**config.mk**
```make
export PLATFORM = sky130hd
export DESIGN_NAME = rtcc_top
export DESIGN_NICKNAME = d
export VERILOG_FILES = /design/src/logic/rtcc_pkg.sv /design/src/logic/rtcc_tick_if.sv /design/src/logic/rtcc_tick_gen.sv /design/src/logic/rtcc_top.sv
export VERILOG_INCLUDE_DIRS = /design/src /design/src/logic
export SDC_FILE = /design/constraint.sdc
export NUM_CORES = 1
export LEC_CHECK = 0
export BUFFER_PORTS_ARGS = -buffer_cell sky130_fd_sc_hd__buf_4
export CELL_PAD_IN_SITES_DETAIL_PLACEMENT = 1
export CELL_PAD_IN_SITES_GLOBAL_PLACEMENT = 1
export CORE_MARGIN = 10
export CORE_UTILIZATION = 40
export CTS_BUF_LIST = sky130_fd_sc_hd__clkbuf_8
export DETAILED_ROUTE_END_ITERATION = 8
export GPL_TIMING_DRIVEN = 0
export PLACE_DENSITY_LB_ADDON = 0.1
export RECOVER_POWER = 100
export SLEW_MARGIN = 5
export SYNTH_ARGS = -nofsm -noshare
export SYNTH_HDL_FRONTEND = slang
export SYNTH_HIERARCHICAL = 1
export SYNTH_SLANG_ARGS = --single-unit
```
**constraint.sdc**
```tcl
create_clock -name sys_clk -period 3.42 [get_ports sys_clk]
set_input_delay 0.171 -clock sys_clk [delete_from_list [all_inputs] [get_ports sys_clk]]
set_output_delay 0.171 -clock sys_clk [all_outputs]
set_load 0.02 [all_outputs]
```
**src/logic/rtcc_consts.svh**
```systemverilog
// Register offsets, field positions, reset values and timing counts
`ifndef RTCC_CONSTS_SVH
`define RTCC_CONSTS_SVH
`define RTCC_OFF_TICK_CONTROL 12'h018
`define RTCC_OFF_IRQ_ENABLE 12'h01c
`define RTCC_OFF_IRQ_RAW 12'h020
`define RTCC_OFF_IRQ_MASKED 12'h024
`define RTCC_OFF_IRQ_CLEAR 12'h028
`define RTCC_DIV_LSB 0
`define RTCC_DIV_MSB 14
`define RTCC_TRIM_LSB 16
`define RTCC_TRIM_MSB 25
`define RTCC_LOCK_BIT 26
`define RTCC_CAL_BIT 0
`define RTCC_TMR_BIT 1
`define RTCC_DIV_RESET 15'h7fff
`define RTCC_TRIM_RESET 10'h000
`define RTCC_TRIM_PERIOD 10'h3ff
`define RTCC_TMR_RESET 32'h0000_0000
`endif

```
**src/logic/rtcc_pkg.sv**
```systemverilog
// Types shared by the tick control block
package rtcc_pkg;
  typedef logic [1:0] rtcc_irq_t;
  typedef enum logic [1:0] {
    RTCC_TMR_IDLE,
    RTCC_TMR_RUN
  } rtcc_tmr_state_t;
endpackage

```
**src/logic/rtcc_tick_if.sv**
```systemverilog
// Interface carrying divider settings and tick outputs between modules
`timescale 1ns/10ps
`default_nettype none
interface rtcc_tick_if;
  logic [14:0] second_divider;
  logic [9:0] trim_delete_count;
  logic second_tick;
  logic trimmed_tick;
  modport ctrl (output second_divider, output trim_delete_count,
                input second_tick, input trimmed_tick);
  modport gen (input second_divider, input trim_delete_count,
               output second_tick, output trimmed_tick);
endinterface
`default_nettype wire

```
**src/logic/rtcc_tick_gen.sv**
```systemverilog
// Trim deletion and second divider
`timescale 1ns/10ps
`default_nettype none
`include "rtcc_consts.svh"
module rtcc_tick_gen (
  input wire logic sys_clk,
  input wire logic rst_n,
  input wire logic clk_en,
  input wire logic slow_clock,
  rtcc_tick_if.gen tif
);
  import rtcc_pkg::*;
  logic slow_q;
  logic [9:0] period_q;
  logic [9:0] period_d;
  logic [9:0] deleted_q;
  logic [9:0] deleted_d;
  logic [14:0] div_q;
  logic [14:0] div_d;
  logic tick_q;
  logic trim_q;
  wire slow_edge = slow_clock & ~slow_q;
  wire period_end = (period_q == `RTCC_TRIM_PERIOD - 10'h001);
  // ---------------------------------------------------------------
  // Trim deletion
  // ---------------------------------------------------------------
  // pulse deletion window
  wire do_delete = (deleted_q < tif.trim_delete_count);
  wire kept = slow_edge & ~do_delete;
  assign period_d = period_end ? 10'h000 : period_q + 10'h001;
  assign deleted_d = period_end ? 10'h000 : (do_delete ? deleted_q + 10'h001 : deleted_q);
  // ---------------------------------------------------------------
  // Divider
  // ---------------------------------------------------------------
  // divide by field plus one
  wire div_end = (div_q >= tif.second_divider);
  assign div_d = div_end ? 15'h0000 : div_q + 15'h0001;
  always_ff @(posedge sys_clk or negedge rst_n) begin
    if (!rst_n) begin
      slow_q <= 1'b0;
      period_q <= 10'h000;
      deleted_q <= 10'h000;
      div_q <= 15'h0000;
      tick_q <= 1'b0;
      trim_q <= 1'b0;
    end else if (clk_en) begin
      slow_q <= slow_clock;
      trim_q <= kept;
      if (slow_edge) begin
        period_q <= period_d;
        deleted_q <= deleted_d;
      end
      tick_q <= 1'b0;
      if (kept) begin
        div_q <= div_d;
        tick_q <= div_end;
      end
    end
  end
  // zero divider passes every kept slow pulse
  assign tif.second_tick = tick_q;
  assign tif.trimmed_tick = trim_q;
endmodule
`default_nettype wire

```
**src/logic/rtcc_top.sv**
```systemverilog
// RTC tick control, countdown timer and interrupt status with APB slave
//
// Overview of operation
// - Second tick comes every divider field plus one slow-clock cycles.
// - Divider zero: timer ticks each kept slow pulse; calendar tick stopped.
// - Divider resets to 0x7FFF, so 32768 slow cycles per tick.
// - Trim field deletes that many slow pulses per 1023-cycle period.
// - While calendar runs, divider and trim writes ignored; reads show values.
// - Writing calendar enable locks whole tick control until power-on reset.
// - Calendar enable reads back stored; resets to zero.
// - Enable bit 0 gates calendar interrupt; resets zero.
// - Enable bit 1 gates timer interrupt; resets zero.
// - Raw status shows calendar bit 0 and timer bit 1 unmasked.
// - Masked status is raw AND enable; drives interrupt outputs.
// - Writing one to clear bits clears interrupts; zero does nothing.
// - Calendar match never reported for out-of-range match values.
// - Timer at zero sets raw interrupt; periodic reloads, one-shot stops.
//
// Implementation choice: register access over APB.
`timescale 1ns/10ps
`default_nettype none
`include "rtcc_consts.svh"
module rtcc_top #(
  parameter int TMR_WIDTH = 32
) (
  input wire logic sys_clk,
  input wire logic rst_n,
  input wire logic clk_en,
  input wire logic slow_clock,
  input wire logic psel,
  input wire logic penable,
  input wire logic pwrite,
  input wire logic [11:0] paddr,
  input wire logic [31:0] pwdata,
  output logic [31:0] prdata,
  output logic pready,
  output logic pslverr,
  input wire logic [5:0] cal_seconds,
  input wire logic [5:0] cal_seconds_match,
  input wire logic [TMR_WIDTH-1:0] tmr_load,
  input wire logic tmr_start,
  input wire logic tmr_one_shot,
  output logic second_tick,
  output logic calendar_irq_out,
  output logic countdown_irq_out,
  output logic irq
);
  import rtcc_pkg::*;
  // ---------------------------------------------------------------
  // Register state
  // ---------------------------------------------------------------
  logic [14:0] div_q;
  logic [9:0] trim_q;
  logic lock_q;
  rtcc_irq_t enable_q;
  rtcc_irq_t raw_q;
  rtcc_irq_t raw_d;
  logic [TMR_WIDTH-1:0] tmr_cnt_q;
  rtcc_tmr_state_t tmr_state_q;
  logic sec_prev_q;
  logic tick_q;
  logic [31:0] prdata_q;
  logic pready_q;
  logic pslverr_q;
  logic cal_irq_q;
  logic tmr_irq_q;
  logic irq_q;
  rtcc_tick_if tif ();
  assign tif.second_divider = div_q;
  assign tif.trim_delete_count = trim_q;
  // Divider and trim run in their own module; settings travel in tif
  rtcc_tick_gen i_rtcc_tick_gen (
    .sys_clk(sys_clk),
    .rst_n(rst_n),
    .clk_en(clk_en),
    .slow_clock(slow_clock),
    .tif(tif)
  );
  // ---------------------------------------------------------------
  // Bus decode
  // ---------------------------------------------------------------
  function automatic logic hit(input logic [11:0] a, input logic [11:0] off);
    hit = (a == off);
  endfunction
  wire setup = psel & ~penable;
  // Writes land on the access edge, where the master samples pready
  wire access = psel & penable & pready_q;
  wire wr = access & pwrite;
  // Read data latched in setup so it stands through access
  wire rd = setup & ~pwrite;
  wire sel_tc = hit(paddr, `RTCC_OFF_TICK_CONTROL);
  wire sel_en = hit(paddr, `RTCC_OFF_IRQ_ENABLE);
  wire sel_raw = hit(paddr, `RTCC_OFF_IRQ_RAW);
  wire sel_mis = hit(paddr, `RTCC_OFF_IRQ_MASKED);
  wire sel_clr = hit(paddr, `RTCC_OFF_IRQ_CLEAR);
  wire mapped = sel_tc | sel_en | sel_raw | sel_mis | sel_clr;
  wire wr_tc = wr & sel_tc & ~lock_q;
  wire wr_en = wr & sel_en;
  wire [1:0] clr = (wr & sel_clr) ? pwdata[1:0] : 2'b00;
  // ---------------------------------------------------------------
  // Events
  // ---------------------------------------------------------------
  // calendar tick stopped with zero divider
  wire cal_tick = tif.second_tick & lock_q & (div_q != 15'h0000);
  wire match_ok = (cal_seconds_match < 6'h3c);
  wire cal_event = cal_tick & match_ok & (cal_seconds == cal_seconds_match);
  // timer follows slow pulses at zero divider
  wire tmr_tick = (div_q == 15'h0000) ? tif.trimmed_tick : tif.second_tick;
  wire tmr_run = (tmr_state_q == RTCC_TMR_RUN);
  wire tmr_zero = tmr_run & tmr_tick & (tmr_cnt_q == {TMR_WIDTH{1'b0}});
  assign raw_d = (raw_q & ~clr) | {tmr_zero, cal_event};
  wire [1:0] masked = raw_q & enable_q;
  wire [31:0] rd_tc = {5'h00, lock_q, trim_q, 1'b0, div_q};
  wire [31:0] rd_en = {30'h0, enable_q};
  wire [31:0] rd_raw = {30'h0, raw_q};
  wire [31:0] rd_mis = {30'h0, masked};
  // Clear register and unmapped offsets read as zero
  wire [31:0] rd_mux = sel_tc ? rd_tc :
                       sel_en ? rd_en :
                       sel_raw ? rd_raw :
                       sel_mis ? rd_mis : 32'h0000_0000;
  // ---------------------------------------------------------------
  // Tick control fields
  // ---------------------------------------------------------------
  // One short process per field keeps each write path easy to audit
  // reset divider
  always_ff @(posedge sys_clk or negedge rst_n) begin
    if (!rst_n) begin
      div_q <= `RTCC_DIV_RESET;
    end else if (clk_en) begin
      if (wr_tc) begin
        div_q <= pwdata[`RTCC_DIV_MSB:`RTCC_DIV_LSB];
      end
    end
  end

  // Fields stored as written; the divider reads them every cycle
  // trim count store
  always_ff @(posedge sys_clk or negedge rst_n) begin
    if (!rst_n) begin
      trim_q <= `RTCC_TRIM_RESET;
    end else if (clk_en) begin
      if (wr_tc) begin
        trim_q <= pwdata[`RTCC_TRIM_MSB:`RTCC_TRIM_LSB];
      end
    end
  end

  // Lock only ever sets: wr_tc is blocked once it is high
  // A write with the lock bit clear keeps the fields writable
  // lock resets clear
  always_ff @(posedge sys_clk or negedge rst_n) begin
    if (!rst_n) begin
      lock_q <= 1'b0;
    end else if (clk_en) begin
      if (wr_tc) begin
        lock_q <= pwdata[`RTCC_LOCK_BIT];
      end
    end
  end

  // ---------------------------------------------------------------
  // Interrupt enables
  // ---------------------------------------------------------------
  // Both enables share one word write; the lock does not touch them
  // calendar and timer enables
  always_ff @(posedge sys_clk or negedge rst_n) begin
    if (!rst_n) begin
      enable_q <= 2'b00;
    end else if (clk_en) begin
      if (wr_en) begin
        enable_q <= pwdata[1:0];
      end
    end
  end

  // ---------------------------------------------------------------
  // Countdown timer
  // ---------------------------------------------------------------
  // Load value is taken at start and again at every reload
  rtcc_tmr_state_t tmr_state_d;
  logic [TMR_WIDTH-1:0] tmr_cnt_d;
  // One count per tick; the tick that finds zero raises the flag
  always_comb begin
    tmr_state_d = tmr_state_q;
    tmr_cnt_d = tmr_cnt_q;
    case (tmr_state_q)
      RTCC_TMR_IDLE: begin
        if (tmr_start) begin
          tmr_cnt_d = tmr_load;
          tmr_state_d = RTCC_TMR_RUN;
        end
      end
      RTCC_TMR_RUN: begin
        if (tmr_zero) begin
          tmr_cnt_d = tmr_load;
          if (tmr_one_shot) begin
            tmr_state_d = RTCC_TMR_IDLE;
          end
        end else if (tmr_tick) begin
          tmr_cnt_d = tmr_cnt_q - {{(TMR_WIDTH-1){1'b0}}, 1'b1};
        end
      end
      default: begin
        tmr_state_d = RTCC_TMR_IDLE;
      end
    endcase
  end

  always_ff @(posedge sys_clk or negedge rst_n) begin
    if (!rst_n) begin
      tmr_cnt_q <= TMR_WIDTH'(`RTCC_TMR_RESET);
    end else if (clk_en) begin
      tmr_cnt_q <= tmr_cnt_d;
    end
  end

  always_ff @(posedge sys_clk or negedge rst_n) begin
    if (!rst_n) begin
      tmr_state_q <= RTCC_TMR_IDLE;
    end else if (clk_en) begin
      tmr_state_q <= tmr_state_d;
    end
  end

  // ---------------------------------------------------------------
  // Status and interrupt outputs
  // ---------------------------------------------------------------
  // Outputs trail masked status by one cycle so each leaves a flop
  // Clear acts only on bits written as one
  // sticky raw status
  always_ff @(posedge sys_clk or negedge rst_n) begin
    if (!rst_n) begin
      raw_q <= 2'b00;
    end else if (clk_en) begin
      raw_q <= raw_d;
    end
  end

  always_ff @(posedge sys_clk or negedge rst_n) begin
    if (!rst_n) begin
      cal_irq_q <= 1'b0;
    end else if (clk_en) begin
      cal_irq_q <= masked[`RTCC_CAL_BIT];
    end
  end

  always_ff @(posedge sys_clk or negedge rst_n) begin
    if (!rst_n) begin
      tmr_irq_q <= 1'b0;
    end else if (clk_en) begin
      tmr_irq_q <= masked[`RTCC_TMR_BIT];
    end
  end

  // Combined line for a single interrupt input upstream
  always_ff @(posedge sys_clk or negedge rst_n) begin
    if (!rst_n) begin
      irq_q <= 1'b0;
    end else if (clk_en) begin
      irq_q <= |masked;
    end
  end

  // Delayed copy widens the tick for slow observers
  always_ff @(posedge sys_clk or negedge rst_n) begin
    if (!rst_n) begin
      sec_prev_q <= 1'b0;
    end else if (clk_en) begin
      sec_prev_q <= tif.second_tick;
    end
  end

  // Two-cycle pulse per divided tick; the timer sees the narrow one
  always_ff @(posedge sys_clk or negedge rst_n) begin
    if (!rst_n) begin
      tick_q <= 1'b0;
    end else if (clk_en) begin
      tick_q <= tif.second_tick | sec_prev_q;
    end
  end

  // ---------------------------------------------------------------
  // Bus response
  // ---------------------------------------------------------------
  // No wait state, pready is high in the first access cycle, so every transfer has the same rhythm
  always_ff @(posedge sys_clk or negedge rst_n) begin
    if (!rst_n) begin
      pready_q <= 1'b0;
    end else if (clk_en) begin
      pready_q <= setup;
    end
  end

  // Unmapped offsets answer with an error; read-only ones ignore writes
  always_ff @(posedge sys_clk or negedge rst_n) begin
    if (!rst_n) begin
      pslverr_q <= 1'b0;
    end else if (clk_en) begin
      pslverr_q <= setup & ~mapped;
    end
  end

  // Holds the last read data between transfers
  always_ff @(posedge sys_clk or negedge rst_n) begin
    if (!rst_n) begin
      prdata_q <= 32'h0000_0000;
    end else if (clk_en) begin
      if (rd) begin
        prdata_q <= rd_mux;
      end
    end
  end

  // ---------------------------------------------------------------
  // Output ports
  // ---------------------------------------------------------------
  // Straight from flops so no decode glitch reaches a pin
  assign prdata = prdata_q;
  assign pready = pready_q;
  assign pslverr = pslverr_q;
  assign second_tick = tick_q;
  assign calendar_irq_out = cal_irq_q;
  assign countdown_irq_out = tmr_irq_q;
  assign irq = irq_q;
endmodule
`default_nettype wire

```
# Word-level counts from Yosys, hierarchy flattened
# Cells that the tools add are included.
[op_classes] add_sub_neg=4 n_lt_le_gt_ge=3 n_eq_ne=12 muxes=19 bitwise=33 n_reduce_logical=15
[ops] op="2-to-1 mux 32 bit" count=3
[ops] op="case mux 32 bit (2 select lines)" count=1
[ops] op="== test 12 x 6 -> 1 bit (second input constant)" count=3
[ops] op="zero test 32 bit" count=1
[ops] op="subtractor 32 x 1 -> 32 bit (second input constant)" count=1
[ops] op="2-to-1 mux 10 bit" count=3
[ops] op="2-to-1 mux 27 bit" count=1
[ops] op="== test 12 x 5 -> 1 bit (second input constant)" count=2
[ops] op="adder 10 x 1 -> 10 bit (second input constant)" count=2
[ops] op="AND 1 bit" count=18
[ops] op="adder 15 x 1 -> 15 bit (second input constant)" count=1
[ops] op=">= comparator 15 bit" count=1
[ops] op="zero test 15 bit" count=1
[ops] op="2-to-1 mux 15 bit" count=1
[ops] op="nonzero test 15 bit" count=1
[ops] op="2-to-1 mux 2 bit" count=7
[ops] op="== test 10 bit (second input constant)" count=1
[ops] op="less-than comparator 10 bit" count=1
[ops] op="AND reduction 2 bit" count=5
[ops] op="AND reduction 4 bit" count=2
[ops] op="== test 6 bit" count=1
[ops] op="less-than comparator 6 bit (second input constant)" count=1
[ops] op="NOT 1 bit" count=6
[ops] op="OR 1 bit" count=5
[ops] op="13 further kinds" count=17
[word_totals] ff_bits=141 input_bits=97 out_inout_bits=38 elab_cells=107

# Longest topological paths before layout
[depth] ltp_word=8 mapped_depth=12

# By module
# Netlist, hierarchy kept.
[modules_own_cells] mod="rtcc_top" n_inst=1 cells_per_inst=536 area_each_um2=5071.1
[modules_own_cells] mod="rtcc_tick_gen" n_inst=1 cells_per_inst=299 area_each_um2=2572.5

# Least setup slack after synthesis
# No wires, ideal clock.
[synth_timing] kind="reg-to-reg" start="register tmr_cnt_q[0]" end="register tmr_cnt_q[15]" arrival_time_ps=2595 required_time_ps=3294 path_slack_ps=699 path_stages_with_launch=12 path_buffers=4 cell_sequence="dfrtp_1 -> inv_1 -> ha_1 -> or3b_4 -> nand2b_4 -> buf_6 -> or4_1 -> buf_2 -> o21a_1 -> buf_6 -> buf_6 -> a221o_1"
[synth_via] elab_chain_len=4
[synth_lines] element="start, declared" line="rtcc_top.sv:58" rtl="logic [TMR_WIDTH-1:0] tmr_cnt_q;"
[synth_lines] element="start signal, assigned" line="rtcc_top.sv:212" rtl="tmr_cnt_q <= TMR_WIDTH'(`RTCC_TMR_RESET);"
[synth_lines] element="start signal, assigned" line="rtcc_top.sv:214" rtl="tmr_cnt_q <= tmr_cnt_d;"
[synth_lines] element="subtractor 32 x 1 -> 32 bit or zero test 32 bit (tied branches)" line="rtcc_top.sv:201, rtcc_top.sv:110"
[synth_lines] element="2-to-1 mux 32 bit or AND 1 bit (tied branches)" line="rtcc_top.sv:200, rtcc_top.sv:110"
[synth_lines] element="2-to-1 mux 32 bit or inequality test 3 x 2 -> 1 bit (tied branches)"
[synth_lines] element="case mux 32 bit (2 select lines) or AND reduction 4 bit (tied branches)"
# Several ways; a longest one is shown, not always the timed one. The select of a mux whose other input is x is not followed.
# A chain may end at the register's enable or synchronous reset.

==> out/qor.log <==
[floorplan] floorplan die width 158 um
[worst_setup_path] launch point of the critical path div_q[7]
[worst_setup_path] ordered list of cells on the worst path nor4_1 -> a41oi_1 -> a311oi_1 -> clkbuf_1 -> clkbuf_1 -> o21ai_0 -> a22oi_1
[floorplan] count of pins on the block boundary 135
[yosys] Distinct cells, synth 69
[yosys] Gate Count Post-Synth 835
[grt] layer with the highest usage after global routing met2
[sta] worst hold slack 0.0353 ns
[power_and_ir_drop] worst IR drop on VDD 256 uV
[cts] clock buffer count from CTS 17
[sta] Setup Viol. Count Final 0
[yosys] fraction of synthesis flops using an asynchronous set or reset pin 100%
[cells_and_area] most common cell after layout, fill and taps aside nand2_1
[drt] routed wirelength normalized by instance count 19.6 um
[worst_setup_path] logic depth of the worst setup path including buffers 7
[cts] Skew-Pair Late Insertion Delay 0.45 ns
[yosys] Synthesis Warnings 6
[floorplan] Die Ht 158 um
[drt] first-iteration detailed-routing DRC count 349
[drt] total routed wirelength 24,800 um
[drt] Antenna Violating Nets Remaining 0
[grt] combined global-route utilization of all metal layers 20.3%
[flow_run] number of max-cap violations 1
[grt] fraction of met1 tracks used by global routing 27.4%
[cells_and_area] Inserted Diodes 0
[yosys] proportion of synthesized chip area in sequential cells 44.1%
[cells_and_area] leading cell types in the layout, fill and taps excluded nand2_1 (122), dfrtp_1 (119), buf_4 (94), o21ai_0 (63), clkbuf_1 (62)
[cells_and_area] signed area change from the synthesized netlist to the final layout 23.6%
[sta] worst relative slew slack -34.3%
[sta] final-layout setup total negative slack 0 ns
[worst_hold_path] instance count along the most critical hold path 3
[place] total half-perimeter wirelength after legalization and detailed placement 18,100 um
[grt] M3 GR Usage 4.50%
[worst_setup_path] length in cells of the worst reg-to-reg path 7
[yosys] simple-gate area share of the yosys netlist 20.9%
[drt] total via count after detailed routing 6,967
[floorplan] effective utilization at floorplan 40.7%
[grt] via count of the first global-routing pass 7,362
[worst_setup_path] most common cell type on the critical path clkbuf_1
[sta] Final period util 93.4%
[grt] global-route wire length before repair 40,000 um
[cts] Bufs on Longest Clock Path 2
[worst_setup_path] RR Endpoint tmr_cnt_q[13]
[grt] met2 Resource Use GR 31.6%
[worst_setup_path] startpoint of the lowest-slack register-to-register path div_q[7]
[sta] Final Critical Period 3.19 ns
[sta] setup skew after layout 0.0190 ns
[worst_setup_path] Critical Path Source Type register
[yosys] Synth Area in XOR/XNOR 1.60%
[worst_setup_path] worst setup slack for register-to-register paths 0.23 ns
[yosys] Synth Area in Compound Gates 16.5%
[yosys] adder and majority cell fraction of the synthesized area 4.75%
[yosys] post-synthesis instance area 7640 um^2
[yosys] multiplexer area fraction after synthesis 6.48%
[floorplan] number of placement rows 50
[cts] clk sink count 134
[worst_setup_path] worst setup path endpoint tmr_cnt_q[13]
[yosys] count of flip-flops with a built-in enable after synthesis 0
[power_and_ir_drop] Final Power 4.05 mW
[outcome] violated checks capacitance limit, slew limit
[sta] worst slew pin tran 2.01 ns
[power_and_ir_drop] power density cells 429 nW/um^2
[cells_and_area] Final Net Count 1,144
[grt] maximum number of pins on one net before global-route repair 80
[cts] post-CTS setup buffers 0
[yosys] leading register cell type out of synthesis dfrtp_1
[cts] number of H-tree branching levels 4
[cts] Clk Tree Root Cell clkbuf_8
[worst_setup_path] maximum cell stage delay along the critical path 0.59 ns
[worst_setup_path] cell with the largest stage delay on the worst path nor4_1
[grt] final global-route overflow total 0
[sta] RSZ-0062 raised after global routing false
[cells_and_area] layout cells sized above 1 18.7%
[floorplan] area of the core 18,800 um^2
[worst_setup_path] type of element capturing the critical path register
[drt] length of the first detailed-routing pass in iterations 4
[outcome] status finished, violations left
[grt] initial antenna violation count 0
[worst_hold_path] Min-Delay Path Class input pin to register
[power_and_ir_drop] static leakage 4.10 nW
[yosys] Yosys reg bits 134
[place] global placer's final weighted congestion 0.824
[worst_setup_path] critical path class register to register
[drt] Via-to-Cell Ratio 5.51
[yosys] Syn Area/Cell 9.15 um^2
[floorplan] area of the die 25,000 um^2
[sta] Achievable Freq 313 MHz
[worst_setup_path] cell family with the largest share of critical-path delay compound AO/OA/AOI/OAI gates
[cts] clock input transition at the sequential cells of the worst setup and hold paths 0.09 ns
[cts] clock tree from TritonCTS done
[worst_setup_path] maximum fanout encountered on the critical timing path 10
[sta] Slew Limit Fails 80
[place] Buffers on Ports 122
[drt] detailed-route DRC error count 0
[worst_setup_path] CP arrival 3.55 ns
[worst_setup_path] Worst Path Buf+Inv 2
[yosys] main combinational cell family by area after synthesis simple AND/OR/NAND/NOR gates
[worst_setup_path] required time of the worst setup path 3.77 ns
[sta] endpoints failing hold 0
[cell usage after synthesis, types with 10 or more instances]
cell type  instances  share of area (%)
nand2_1          122                6.0
dfrtp_1          119                 39
o21ai_0           63                4.1
inv_1             51                2.5
nor2_1            46                2.3
nand3_1           39                2.6
a21oi_1           33                2.2
ha_1              29                4.7
mux2_2            28                4.1
clkbuf_1          24                1.2
nor4_1            20                1.6
mux2i_1           18                2.4
nor3_1            17                1.1
dfstp_2           15                5.2
nand4_1           14                1.1
and3_1            12               0.98
a21o_1            10               0.98
xor2_1            10                1.1
[worst reg2reg max path, delay by kind of cell, from the launching register on]
| family | cells | cell delay [ns] |
|---|---|---|
| compound gates | 4 | 1.21 |
| buf+inv | 2 | 0.92 |
| flops | 1 | 0.39 |
| simple gates | 1 | 0.59 |
[flip-flops by register name, indices dropped and copies added, names as in the netlist, 2 cells and up]
signal                     count
prdata                        26
i_rtcc_tick_gen/period_q      10
enable_q                       2
div_q                         15
i_rtcc_tick_gen/deleted_q     10
i_rtcc_tick_gen/div_q         15
tif.trim_delete_count         10
tmr_cnt_q                     32
raw_q                          2
[cell type report]
cell class / count / area, um^2
clock buffer: 17 / 234
sequential: 134 / 3370
tap: 234 / 293
multi-input combinational: 611 / 3860
timing repair buffer: 159 / 1160
fill: 2240 / 9320
inverter: 51 / 191
buffer: 44 / 216
clock inverter: 15 / 119
[report_power, final]
part | internal, mW | leakage (nW) | switching [mW]
Sequential | 1.76 | 1.67 | 0.233
Combinational | 0.383 | 2.25 | 0.451
Clock | 0.563 | 0.180 | 0.668
[what timing repair did]
item | CTS | global route
setup endpoints to repair | 0 | 6
hold endpoints to repair | 113 | 0
gates resized for setup | 0 | 1
hold buffers | 36 | 0
[per-layer routing]
layer,up-vias,part of all wire (%)
li1,3373,-
met1,3418,47
met2,148,46
met3,28,4.6
met4,0,1.7
met5,-,0
[logic make-up after synthesis]
logic type                 after synthesis
and+or+nand+nor                        324
AOI/OAI and AO/OA                      192
DFF                                    134
buffers and inverters                   95
muxes                                   46
adders and majority gates               29
xor gates and xnor gates                14
other                                    1
[per-stage QoR]
stage	instances	util (%)	cell area, um^2	setup slack (ns)
2_1_floorplan	840	-	7660	0.699
3_3_place_gp	1196	47.3	8870	0.161
3_5_place_dp	1197	47.4	8900	0.229
4_1_cts	1265	51.2	9620	0.201
5_1_grt	1265	50.3	9440	0.0187
6_report	1265	50.3	9440	0.227
[how the worst min path moves through the flow]
stage	startpoint	to
after floorplan	rst_n	calendar_irq_out
after global placement	pwdata[26]	lock_q
after detailed placement	rst_n	prdata[11]
after CTS	tmr_load[11]	tmr_cnt_q[11]
after global routing	tmr_load[22]	tmr_cnt_q[22]
final	tmr_load[24]	tmr_cnt_q[24]
No activity file was read; power rests on OpenSTA's default activity.
